`src/logic/dpv_pkg.sv`:
```
// constants, offsets and helper functions for the dscp map and pvid insert block
package dpv_pkg;

  // register port widths
  localparam int unsigned ADDR_W = 8;
  localparam int unsigned DATA_W = 8;

  // register offsets
  localparam logic [7:0] OFS_MAP_52 = 8'h9d;
  localparam logic [7:0] OFS_MAP_56 = 8'h9e;
  localparam logic [7:0] OFS_MAP_60 = 8'h9f;
  localparam logic [7:0] OFS_RSVD_B0 = 8'hb0;
  localparam logic [3:0][7:0] OFS_PORT_CTRL = {8'hf0, 8'he0, 8'hd0, 8'hc0};

  // values after reset
  localparam logic [7:0] RST_MAP = 8'h00;
  localparam logic [2:0] RST_INS = 3'h0;
  localparam logic [7:0] RST_RDATA = 8'h00;

  // field positions in a port control register
  localparam int unsigned BIT_INS_HIGH = 3;
  localparam int unsigned BIT_INS_2HIGH = 2;
  localparam int unsigned BIT_INS_2LOW = 1;

  // map geometry
  localparam int unsigned NUM_PORTS = 4;
  localparam int unsigned MAP_BITS = 128;
  localparam int unsigned LOWER_MAP_BITS = 104;
  localparam int unsigned UPPER_MAP_BITS = 24;
  localparam int unsigned PRIO_W = 2;
  localparam int unsigned TOS_DSCP_LSB = 2;

  // 2-bit priority field of one code point in the concatenated map
  function automatic logic [1:0] dscp_field(input logic [127:0] map,
                                            input logic [5:0] cp);
    return map[{cp, 1'b0} +: 2];
  endfunction

  // true when dst is an egress enabled by en = {high, 2nd high, 2nd low}
  // for the 0-based source port src
  function automatic logic insert_hit(input logic [1:0] src,
                                      input logic [1:0] dst,
                                      input logic [2:0] en);
    logic [1:0] hi;
    logic [1:0] shi;
    logic [1:0] slo;
    hi = 2'h3;
    shi = 2'h2;
    slo = 2'h1;
    unique case (src)
      2'h0: begin
        hi = 2'h3;
        shi = 2'h2;
        slo = 2'h1;
      end
      2'h1: begin
        hi = 2'h3;
        shi = 2'h2;
        slo = 2'h0;
      end
      2'h2: begin
        hi = 2'h3;
        shi = 2'h1;
        slo = 2'h0;
      end
      2'h3: begin
        hi = 2'h2;
        shi = 2'h1;
        slo = 2'h0;
      end
    endcase
    return (en[2] && dst == hi) || (en[1] && dst == shi) ||
           (en[0] && dst == slo);
  endfunction

endpackage

```
`src/logic/dpv_cfg_if.sv`:
```
// configuration carried from the register file to the two decision units
`timescale 1ns/1ps
`default_nettype none
interface dpv_cfg_if;
  import dpv_pkg::*;
  logic [23:0] dscp_upper;  // code points 0x34..0x3f, two bits each
  logic [11:0] ins_en;      // per port {high, 2nd high, 2nd low}
  logic global_en;          // global pvid insertion enable
  modport src (output dscp_upper, output ins_en, output global_en);
  modport cls (input dscp_upper);
  modport pvid (input ins_en, input global_en);
endinterface
`default_nettype wire

```
`src/logic/dpv_dscp_class.sv`:
```
// dscp to priority classifier for ipv4 and ipv6 packets
`timescale 1ns/1ps
`default_nettype none
module dpv_dscp_class
  import dpv_pkg::*;
(
  input wire logic clk,                  // system clock
  input wire logic rst_n,                // synchronised reset
  dpv_cfg_if.cls cfg,                    // upper map fields
  input wire logic [103:0] lower_map,    // code points 0x00..0x33
  input wire logic pkt_valid,            // tos byte present
  input wire logic [7:0] pkt_tos,        // tos or traffic class byte
  output logic [1:0] prio_reg,           // selected priority
  output logic prio_valid_reg            // priority valid pulse
);

  logic [127:0] full_map;
  logic [5:0] code_point;

  // both ip versions share one map; dscp is the top six bits
  assign full_map = {cfg.dscp_upper, lower_map};
  assign code_point = pkt_tos[7:TOS_DSCP_LSB];

  // one cycle lookup, held until the next packet
  always_ff @(posedge clk or negedge rst_n) begin
    if (!rst_n) begin
      prio_reg <= 2'h0;
      prio_valid_reg <= 1'b0;
    end else begin
      prio_valid_reg <= pkt_valid;
      if (pkt_valid) begin
        prio_reg <= dscp_field(full_map, code_point);
      end
    end
  end
endmodule
`default_nettype wire

```
`src/logic/dpv_pvid_sel.sv`:
```
// decides whether an untagged frame gets the source port pvid at egress
`timescale 1ns/1ps
`default_nettype none
module dpv_pvid_sel
  import dpv_pkg::*;
(
  input wire logic clk,               // system clock
  input wire logic rst_n,             // synchronised reset
  dpv_cfg_if.pvid cfg,                // per port insert enables
  input wire logic frm_valid,         // frame decision request
  input wire logic frm_untagged,      // frame arrived without tag
  input wire logic [1:0] frm_src,     // source port, 0 is port 1
  input wire logic [1:0] frm_dst,     // egress port, 0 is port 1
  output logic insert_reg,            // insert source pvid
  output logic done_reg               // decision valid pulse
);

  logic [2:0] src_en;
  logic hit;

  assign src_en = cfg.ins_en[{frm_src, 2'b00} - {2'b00, frm_src} +: 3];
  // tagged frames keep their own tag; global bit gates everything
  assign hit = frm_untagged && cfg.global_en &&
               insert_hit(frm_src, frm_dst, src_en);

  always_ff @(posedge clk or negedge rst_n) begin
    if (!rst_n) begin
      insert_reg <= 1'b0;
      done_reg <= 1'b0;
    end else begin
      done_reg <= frm_valid;
      if (frm_valid) begin
        insert_reg <= hit;
      end
    end
  end
endmodule
`default_nettype wire

```
`src/logic/dpv_top.sv`:
```
// dscp upper map and per port pvid insert registers with their decision units
//
// Notes on behaviour
// - register 0x9d holds 2-bit priorities for dscp 0x34..0x37, reset 00
// - register 0x9e holds 2-bit priorities for dscp 0x38..0x3b, reset 00
// - register 0x9f holds 2-bit priorities for dscp 0x3c..0x3f, reset 00
// - ipv4 and ipv6 share one concatenated map, two bits per code point
// - port control registers at 0xc0..0xf0; bits 7-4 read zero
// - bit 3 inserts pvid for untagged frames to the highest other egress
// - bit 2 inserts pvid for untagged frames to second highest egress
// - insertion bits act only while the global enable bit is set
// - bit 1 inserts pvid at second lowest egress; bit 0 reads zero
`timescale 1ns/1ps
`default_nettype none
module dpv_top
  import dpv_pkg::*;
(
  input wire logic CLOCK,                   // 125 mhz system clock
  input wire logic ARST_N,                  // async reset, active low
  input wire logic REG_WR,                  // register write strobe
  input wire logic REG_RD,                  // register read strobe
  input wire logic [7:0] REG_ADDR,          // register offset
  input wire logic [7:0] REG_WDATA,         // write data
  output logic [7:0] REG_RDATA,             // read data
  output logic REG_RVALID,                  // read data valid pulse
  input wire logic GLOBAL_PVID_EN,          // global insertion enable bit
  input wire logic [103:0] LOWER_DSCP_MAP,  // map fields 0x00..0x33
  input wire logic PKT_VALID,               // classify request
  input wire logic [7:0] PKT_TOS,           // tos or traffic class byte
  output logic [1:0] PKT_PRIO,              // packet priority
  output logic PKT_PRIO_VALID,              // priority valid pulse
  input wire logic FRM_VALID,               // egress decision request
  input wire logic FRM_UNTAGGED,            // frame has no vlan tag
  input wire logic [1:0] FRM_SRC_PORT,      // source port, 0 is port 1
  input wire logic [1:0] FRM_DST_PORT,      // egress port, 0 is port 1
  output logic FRM_INSERT_PVID,             // insert source pvid
  output logic FRM_DONE                     // decision valid pulse
);

  logic rst_meta_reg;
  logic rst_n;
  logic [7:0] map52_reg;
  logic [7:0] map56_reg;
  logic [7:0] map60_reg;
  logic [3:0][2:0] ins_reg;
  logic [7:0] rdata_reg;
  logic [7:0] rdata_next;
  logic rvalid_reg;
  logic wr_map52;
  logic wr_map56;
  logic wr_map60;
  logic [3:0] wr_ctrl;

  dpv_cfg_if cfg ();

  // reset enters asynchronously but is released on the clock, so no
  // register sees a release in the middle of a setup window
  always_ff @(posedge CLOCK or negedge ARST_N) begin
    if (!ARST_N) begin
      rst_meta_reg <= 1'b0;
      rst_n <= 1'b0;
    end else begin
      rst_meta_reg <= 1'b1;
      rst_n <= rst_meta_reg;
    end
  end

  // address decode of the writable registers
  assign wr_map52 = REG_WR && REG_ADDR == OFS_MAP_52;
  assign wr_map56 = REG_WR && REG_ADDR == OFS_MAP_56;
  assign wr_map60 = REG_WR && REG_ADDR == OFS_MAP_60;

  always_comb begin
    for (int p = 0; p < NUM_PORTS; p++) begin
      wr_ctrl[p] = REG_WR && REG_ADDR == OFS_PORT_CTRL[p];
    end
  end

  // dscp map registers, whole byte written at once
  always_ff @(posedge CLOCK or negedge rst_n) begin
    if (!rst_n) begin
      map52_reg <= RST_MAP;
      map56_reg <= RST_MAP;
      map60_reg <= RST_MAP;
    end else begin
      if (wr_map52) begin
        map52_reg <= REG_WDATA;
      end
      if (wr_map56) begin
        map56_reg <= REG_WDATA;
      end
      if (wr_map60) begin
        map60_reg <= REG_WDATA;
      end
    end
  end

  // per port insert bits; reserved bits are not stored at all
  always_ff @(posedge CLOCK or negedge rst_n) begin
    if (!rst_n) begin
      ins_reg <= {NUM_PORTS{RST_INS}};
    end else begin
      for (int p = 0; p < NUM_PORTS; p++) begin
        if (wr_ctrl[p]) begin
          ins_reg[p] <= {REG_WDATA[BIT_INS_HIGH],
                         REG_WDATA[BIT_INS_2HIGH],
                         REG_WDATA[BIT_INS_2LOW]};
        end
      end
    end
  end

  // read mux; unmapped and reserved offsets answer zero
  always_comb begin
    rdata_next = 8'h00;
    unique case (REG_ADDR)
      OFS_MAP_52: rdata_next = map52_reg;
      OFS_MAP_56: rdata_next = map56_reg;
      OFS_MAP_60: rdata_next = map60_reg;
      default: rdata_next = 8'h00;
    endcase
    for (int p = 0; p < NUM_PORTS; p++) begin
      if (REG_ADDR == OFS_PORT_CTRL[p]) begin
        rdata_next = {4'h0, ins_reg[p], 1'b0};
      end
    end
  end

  // read data is registered; a read in a write cycle returns the old value
  always_ff @(posedge CLOCK or negedge rst_n) begin
    if (!rst_n) begin
      rdata_reg <= RST_RDATA;
      rvalid_reg <= 1'b0;
    end else begin
      rvalid_reg <= REG_RD;
      if (REG_RD) begin
        rdata_reg <= rdata_next;
      end
    end
  end

  assign REG_RDATA = rdata_reg;
  assign REG_RVALID = rvalid_reg;

  // configuration handed to the decision units; the global bit is owned
  // by a register elsewhere in the switch, on this same clock
  assign cfg.dscp_upper = {map60_reg, map56_reg, map52_reg};
  assign cfg.ins_en = ins_reg;
  assign cfg.global_en = GLOBAL_PVID_EN;

  // priority lookup shared by ipv4 and ipv6
  dpv_dscp_class u_class (
    .clk(CLOCK),
    .rst_n(rst_n),
    .cfg(cfg.cls),
    .lower_map(LOWER_DSCP_MAP),
    .pkt_valid(PKT_VALID),
    .pkt_tos(PKT_TOS),
    .prio_reg(PKT_PRIO),
    .prio_valid_reg(PKT_PRIO_VALID)
  );

  // egress pvid insertion decision
  dpv_pvid_sel u_pvid (
    .clk(CLOCK),
    .rst_n(rst_n),
    .cfg(cfg.pvid),
    .frm_valid(FRM_VALID),
    .frm_untagged(FRM_UNTAGGED),
    .frm_src(FRM_SRC_PORT),
    .frm_dst(FRM_DST_PORT),
    .insert_reg(FRM_INSERT_PVID),
    .done_reg(FRM_DONE)
  );
endmodule
`default_nettype wire

```
`config.mk`:
```
export PLATFORM = sky130hd
export DESIGN_NAME = dpv_top
export DESIGN_NICKNAME = d
export VERILOG_FILES = /design/src/logic/dpv_pkg.sv /design/src/logic/dpv_cfg_if.sv /design/src/logic/dpv_dscp_class.sv /design/src/logic/dpv_pvid_sel.sv /design/src/logic/dpv_top.sv
export SDC_FILE = /design/constraint.sdc
export NUM_CORES = 1
export LEC_CHECK = 0
export BUFFER_PORTS_ARGS = -buffer_cell sky130_fd_sc_hd__buf_2
export CAP_MARGIN = 30
export CELL_PAD_IN_SITES_DETAIL_PLACEMENT = 1
export CELL_PAD_IN_SITES_GLOBAL_PLACEMENT = 1
export CORE_ASPECT_RATIO = 1.25
export CORE_MARGIN = 8
export CORE_UTILIZATION = 35
export CTS_BUF_LIST = sky130_fd_sc_hd__clkbuf_8
export CTS_CLUSTER_DIAMETER = 200
export DETAILED_ROUTE_END_ITERATION = 8
export PLACE_DENSITY = 0.78
export SYNTH_ARGS = -nofsm -noshare
export SYNTH_HDL_FRONTEND = slang
export SYNTH_SLANG_ARGS = --single-unit
```
`constraint.sdc`:
```
create_clock -name CLOCK -period 1.7 [get_ports CLOCK]
set_input_delay 0.17 -clock CLOCK [delete_from_list [all_inputs] [get_ports CLOCK]]
set_output_delay 0.17 -clock CLOCK [all_outputs]
set_load 0.01 [all_outputs]
```
==> impl_results.md <==
* Final ANT Viol Nets at 0
* Critical path fanouts, max at 5
* # IOs at 154
* Max cap viols at 0
* Largest delay share family, worst path: compound AO/OA/AOI/OAI gates
* Setup crit end kind: flip-flop
* Hold Crit Depth at 1
* Reg2reg end: u_pvid.insert_reg$_DFFE_PN0P_
* Largest family of logic cells by synthesized area: multiplexers
* FF/Latch Area at 1300 um^2
* Post-Synth XOR/XNOR Area at less than 1%
* Mapped Nets at between 400 and 500
* Post-Syn Area at between 3000 and 4000 um^2
* Standard-cell rows at 43
* Slew Viols, Final at 0
* Mux cell area share after synthesis at approximately two fifths
* Ant diodes at 0
* Kind of critical path: reg2reg
* # DRC at 0
* Critical path launch point type: flip-flop
* CTS Buf Count at 5
* Max reg flops at 12
* DP Area at between 4000 and 5000 um^2
* Reg-to-reg startpoint: cfg.ins_en[3]$_DFFE_PN0P_
* Worst clock skew at about 13 ps
* Fmax at between 600 and 700 MHz
* WL final at around 13,000 um
* Largest net degree at the start of global routing at approximately 50
* Reg2Reg Setup Slack at between 30 and 40 ps
* Latest clock arrival within the worst-skew pair at ~310 ps
* Core area at roughly 11,000 um^2
* Critical hold path startpoint: PKT_VALID
* Die width at 110 um
* WP buf/inv at 0
* Avg Inst Size Synth at approximately 12 um^2
* Max stage delay on crit path at slightly above 500 ps
* CTS tree: done
* Period utilization at roughly 100%
* #FFs+latches synth at 52
* Critical path required time at about 1900 ps
* Synth Area in Simple Gates at 10.7%
* Yosys warning total at 0
* Worst reg2reg path depth at 5
* Final HPWL DP at between 10,000 and 15,000 um
* Vias per std cell at 5.64
* Vias in the first global route at slightly below 4,000
* Final min period at 1660 ps
* Post-synthesis compound-gate area fraction at a little over a tenth
* Outcome: complete, no violations
* Setup TNS Final at 0 ps
* IO Port Bufs at 151
* Synth-to-Final Area Change at 33.2%
* Initial antenna violation count at 0
* Cells after synthesis at ~320
* RSZ-0062 raised after global routing: true
* Fill count at 1,222
* Number of synthesized flops with an enable pin at 0
* Final Hold Violating Endpoints at 0
* H-tree Lvls at 2
* Proportion of layout cells with a drive suffix above 1 at 58.2%
* Top FF cell, synth: dfrtp_1
* Die Y at ~130 um
* Finished Cell Area at between 5000 and 6000 um^2
* Gpl congestion at between 0.9 and 1
* Die area at roughly 15,000 um^2
* Hold/Removal Path Class: in2reg
* Synth cell types at 53
* P_leak at 2.49 nW
* Critical Path AT at 1850 ps
* Pwr per Cell Area at ~600 nW/um^2
* Clock sinks at 52
* GR Overflow Total at 0
* Total number of vias at approximately 3,500
* DR WL/cell at 20.9 um
* Post-Synth Adder-Cell Area at 1.29%
* Post-synthesis async set-or-reset flop share at 100%
* Crit path max-delay cell type: mux4_2
* Sequential area share after synthesis at around 34%
* Root buf cell: clkbuf_8
* Initial Util at between 30% and 40%
* Multi-input logic area at ~2400 um^2
* Clk slew on worst S/H paths at roughly 100 ps
* Setup violators final at 0
* CP cell instances: mux4_2 -> o211a_1 -> o22ai_1 -> o2111a_1 -> o32ai_1
* Overall Global Routing Usage at 17.4%
* Router iterations before antenna repair at 4
* 1st-iter DRT viols at approximately 180
* Worst vdd ir at 0.295 mV
* Endpoint, Worst Hold: u_class.prio_valid_reg$_DFF_PN0_
* First-pass GRT wire length at ~20,000 um
* Bufs on Longest Clock Path at 2
* Nets at between 600 and 700
## worst reg2reg max path: cells and delay by family, from the launching register on
family | cells | cell delay (ps)
compound gates | 4 | 600
flops | 1 | 430
mux | 1 | 510
## timing repair
| item | in CTS | in global routing |
|---|---|---|
| endpoints found under the setup margin | 1 | 3 |
| resized for setup | 2 | 3 |
| buffers inserted | 1 | 2 |
| cloned | 0 | 0 |
| hold buffers | 2 | 0 |
| hold endpoints to repair | 3 | 0 |
| pin swaps | 2 | 3 |
## cells in the mapped netlist (all sizes together), types with 2 or more instances
library cell	n	area, um^2
a2111oi	4	35.0
a211oi	3	22.5
a21oi	5	25.0
a221oi	2	17.5
a22oi	9	67.6
a32oi	2	17.5
buf	15	121
clkbuf	5	18.8
dfrtp	52	1300
ha	4	50.1
inv	12	45.0
mux2	58	653
mux2i	11	110
mux4	30	717
nand2	19	73.8
nand2b	6	37.5
nand3	6	30.0
nand3b	2	15.0
nand4	3	25.0
nand4b	2	17.5
nor2	7	48.8
nor2b	11	68.8
nor3	6	30.0
o2111ai	2	17.5
o211a	2	20.0
o21ai	9	45.0
o221ai	2	17.5
o22ai	11	68.8
## cell usage in the layout (no fill, tap or decap), types with 2 or more instances in the layout
master	synthesis	final
a211oi_1	3	3
nor2b_1	11	11
nor3_1	6	6
nand3_1	6	6
mux4_1	11	9
mux2i_1	11	11
a32oi_1	2	2
dfrtp_1	52	51
mux2_2	58	58
nand4b_1	2	2
o2111ai_2	0	2
a22oi_1	9	9
nand3b_1	2	2
nor2_4	3	3
a21oi_1	5	4
nand2b_1	6	6
buf_2	9	151
inv_1	12	11
dlygate4sd3_1	0	2
nand4_1	2	2
nand2_1	18	18
o221ai_1	2	2
ha_4	0	2
o22ai_1	11	11
a2111oi_0	4	4
clkbuf_8	0	6
a221oi_1	2	2
nor2_1	4	4
mux4_2	19	21
buf_12	1	5
buf_4	1	30
o211a_1	2	2
ha_1	4	2
o21ai_0	9	9
## metrics by stage
stage                     utilization [%]  hold WS (ps)  power, mW  std cells  setup slack [ps]
after floorplan                         -          -126       1.79        317             -43.0
after global placement               45.5         -43.9       2.11        615              -120
after detailed placement             45.5         -40.6       2.15        615              -185
after CTS                            46.9          21.7       3.06        626             -11.0
after global routing                 47.1          23.5       3.17        628             -30.8
final                                47.1          33.7       3.03        628              36.0
## report_power, final
| part | internal, mW | leakage [nW] | switching, mW |
|---|---|---|---|
| logic | 0.441 | 1.72 | 0.355 |
| clock network | 0.482 | 0.0614 | 0.416 |
| registers | 1.29 | 0.702 | 0.0466 |
## per-layer routing
metal,up-vias,routed length (um),global-route usage (%)
met5,-,0,0
met4,0,344,7.28
met3,23,1220,3.96
met2,149,7020,32.5
met1,1771,4520,17.7
li1,1597,-,-
## area by class of cell
class	count	area share, %
Sequential cell	52	25.2
Clock inverter	2	0.751
Timing Repair Buffer	188	21.3
Inverter	12	0.920
Tap cell	135	3.27
Clock buffer	6	1.60
Multi-Input combinational cell	233	46.9
## worst max path at each step
stage	start	endpoint	slack, ps	depth (start not counted)
floorplan	FRM_SRC_PORT[0]	u_pvid.insert_reg$_DFFE_PN0P_	-40	8
global placement	PKT_TOS[4]	u_class.prio_reg[1]$_DFFE_PN0P_	-120	6
detailed placement	PKT_TOS[4]	u_class.prio_reg[1]$_DFFE_PN0P_	-190	6
CTS	map60_reg[5]$_DFFE_PN0P_	u_class.prio_reg[1]$_DFFE_PN0P_	-10	5
global route	cfg.ins_en[3]$_DFFE_PN0P_	u_pvid.insert_reg$_DFFE_PN0P_	-30	5
finish	cfg.ins_en[3]$_DFFE_PN0P_	u_pvid.insert_reg$_DFFE_PN0P_	40	5
## cells by family after synthesis
logic type                 Yosys count
and+or+nand+nor                     68
DFF                                 52
AOI/OAI and AO/OA                   59
buffers and inverters               32
adders and majority gates            4
xor gates and xnor gates             2
muxes                               99
other                                1
(Power assumes the default switching activity.)
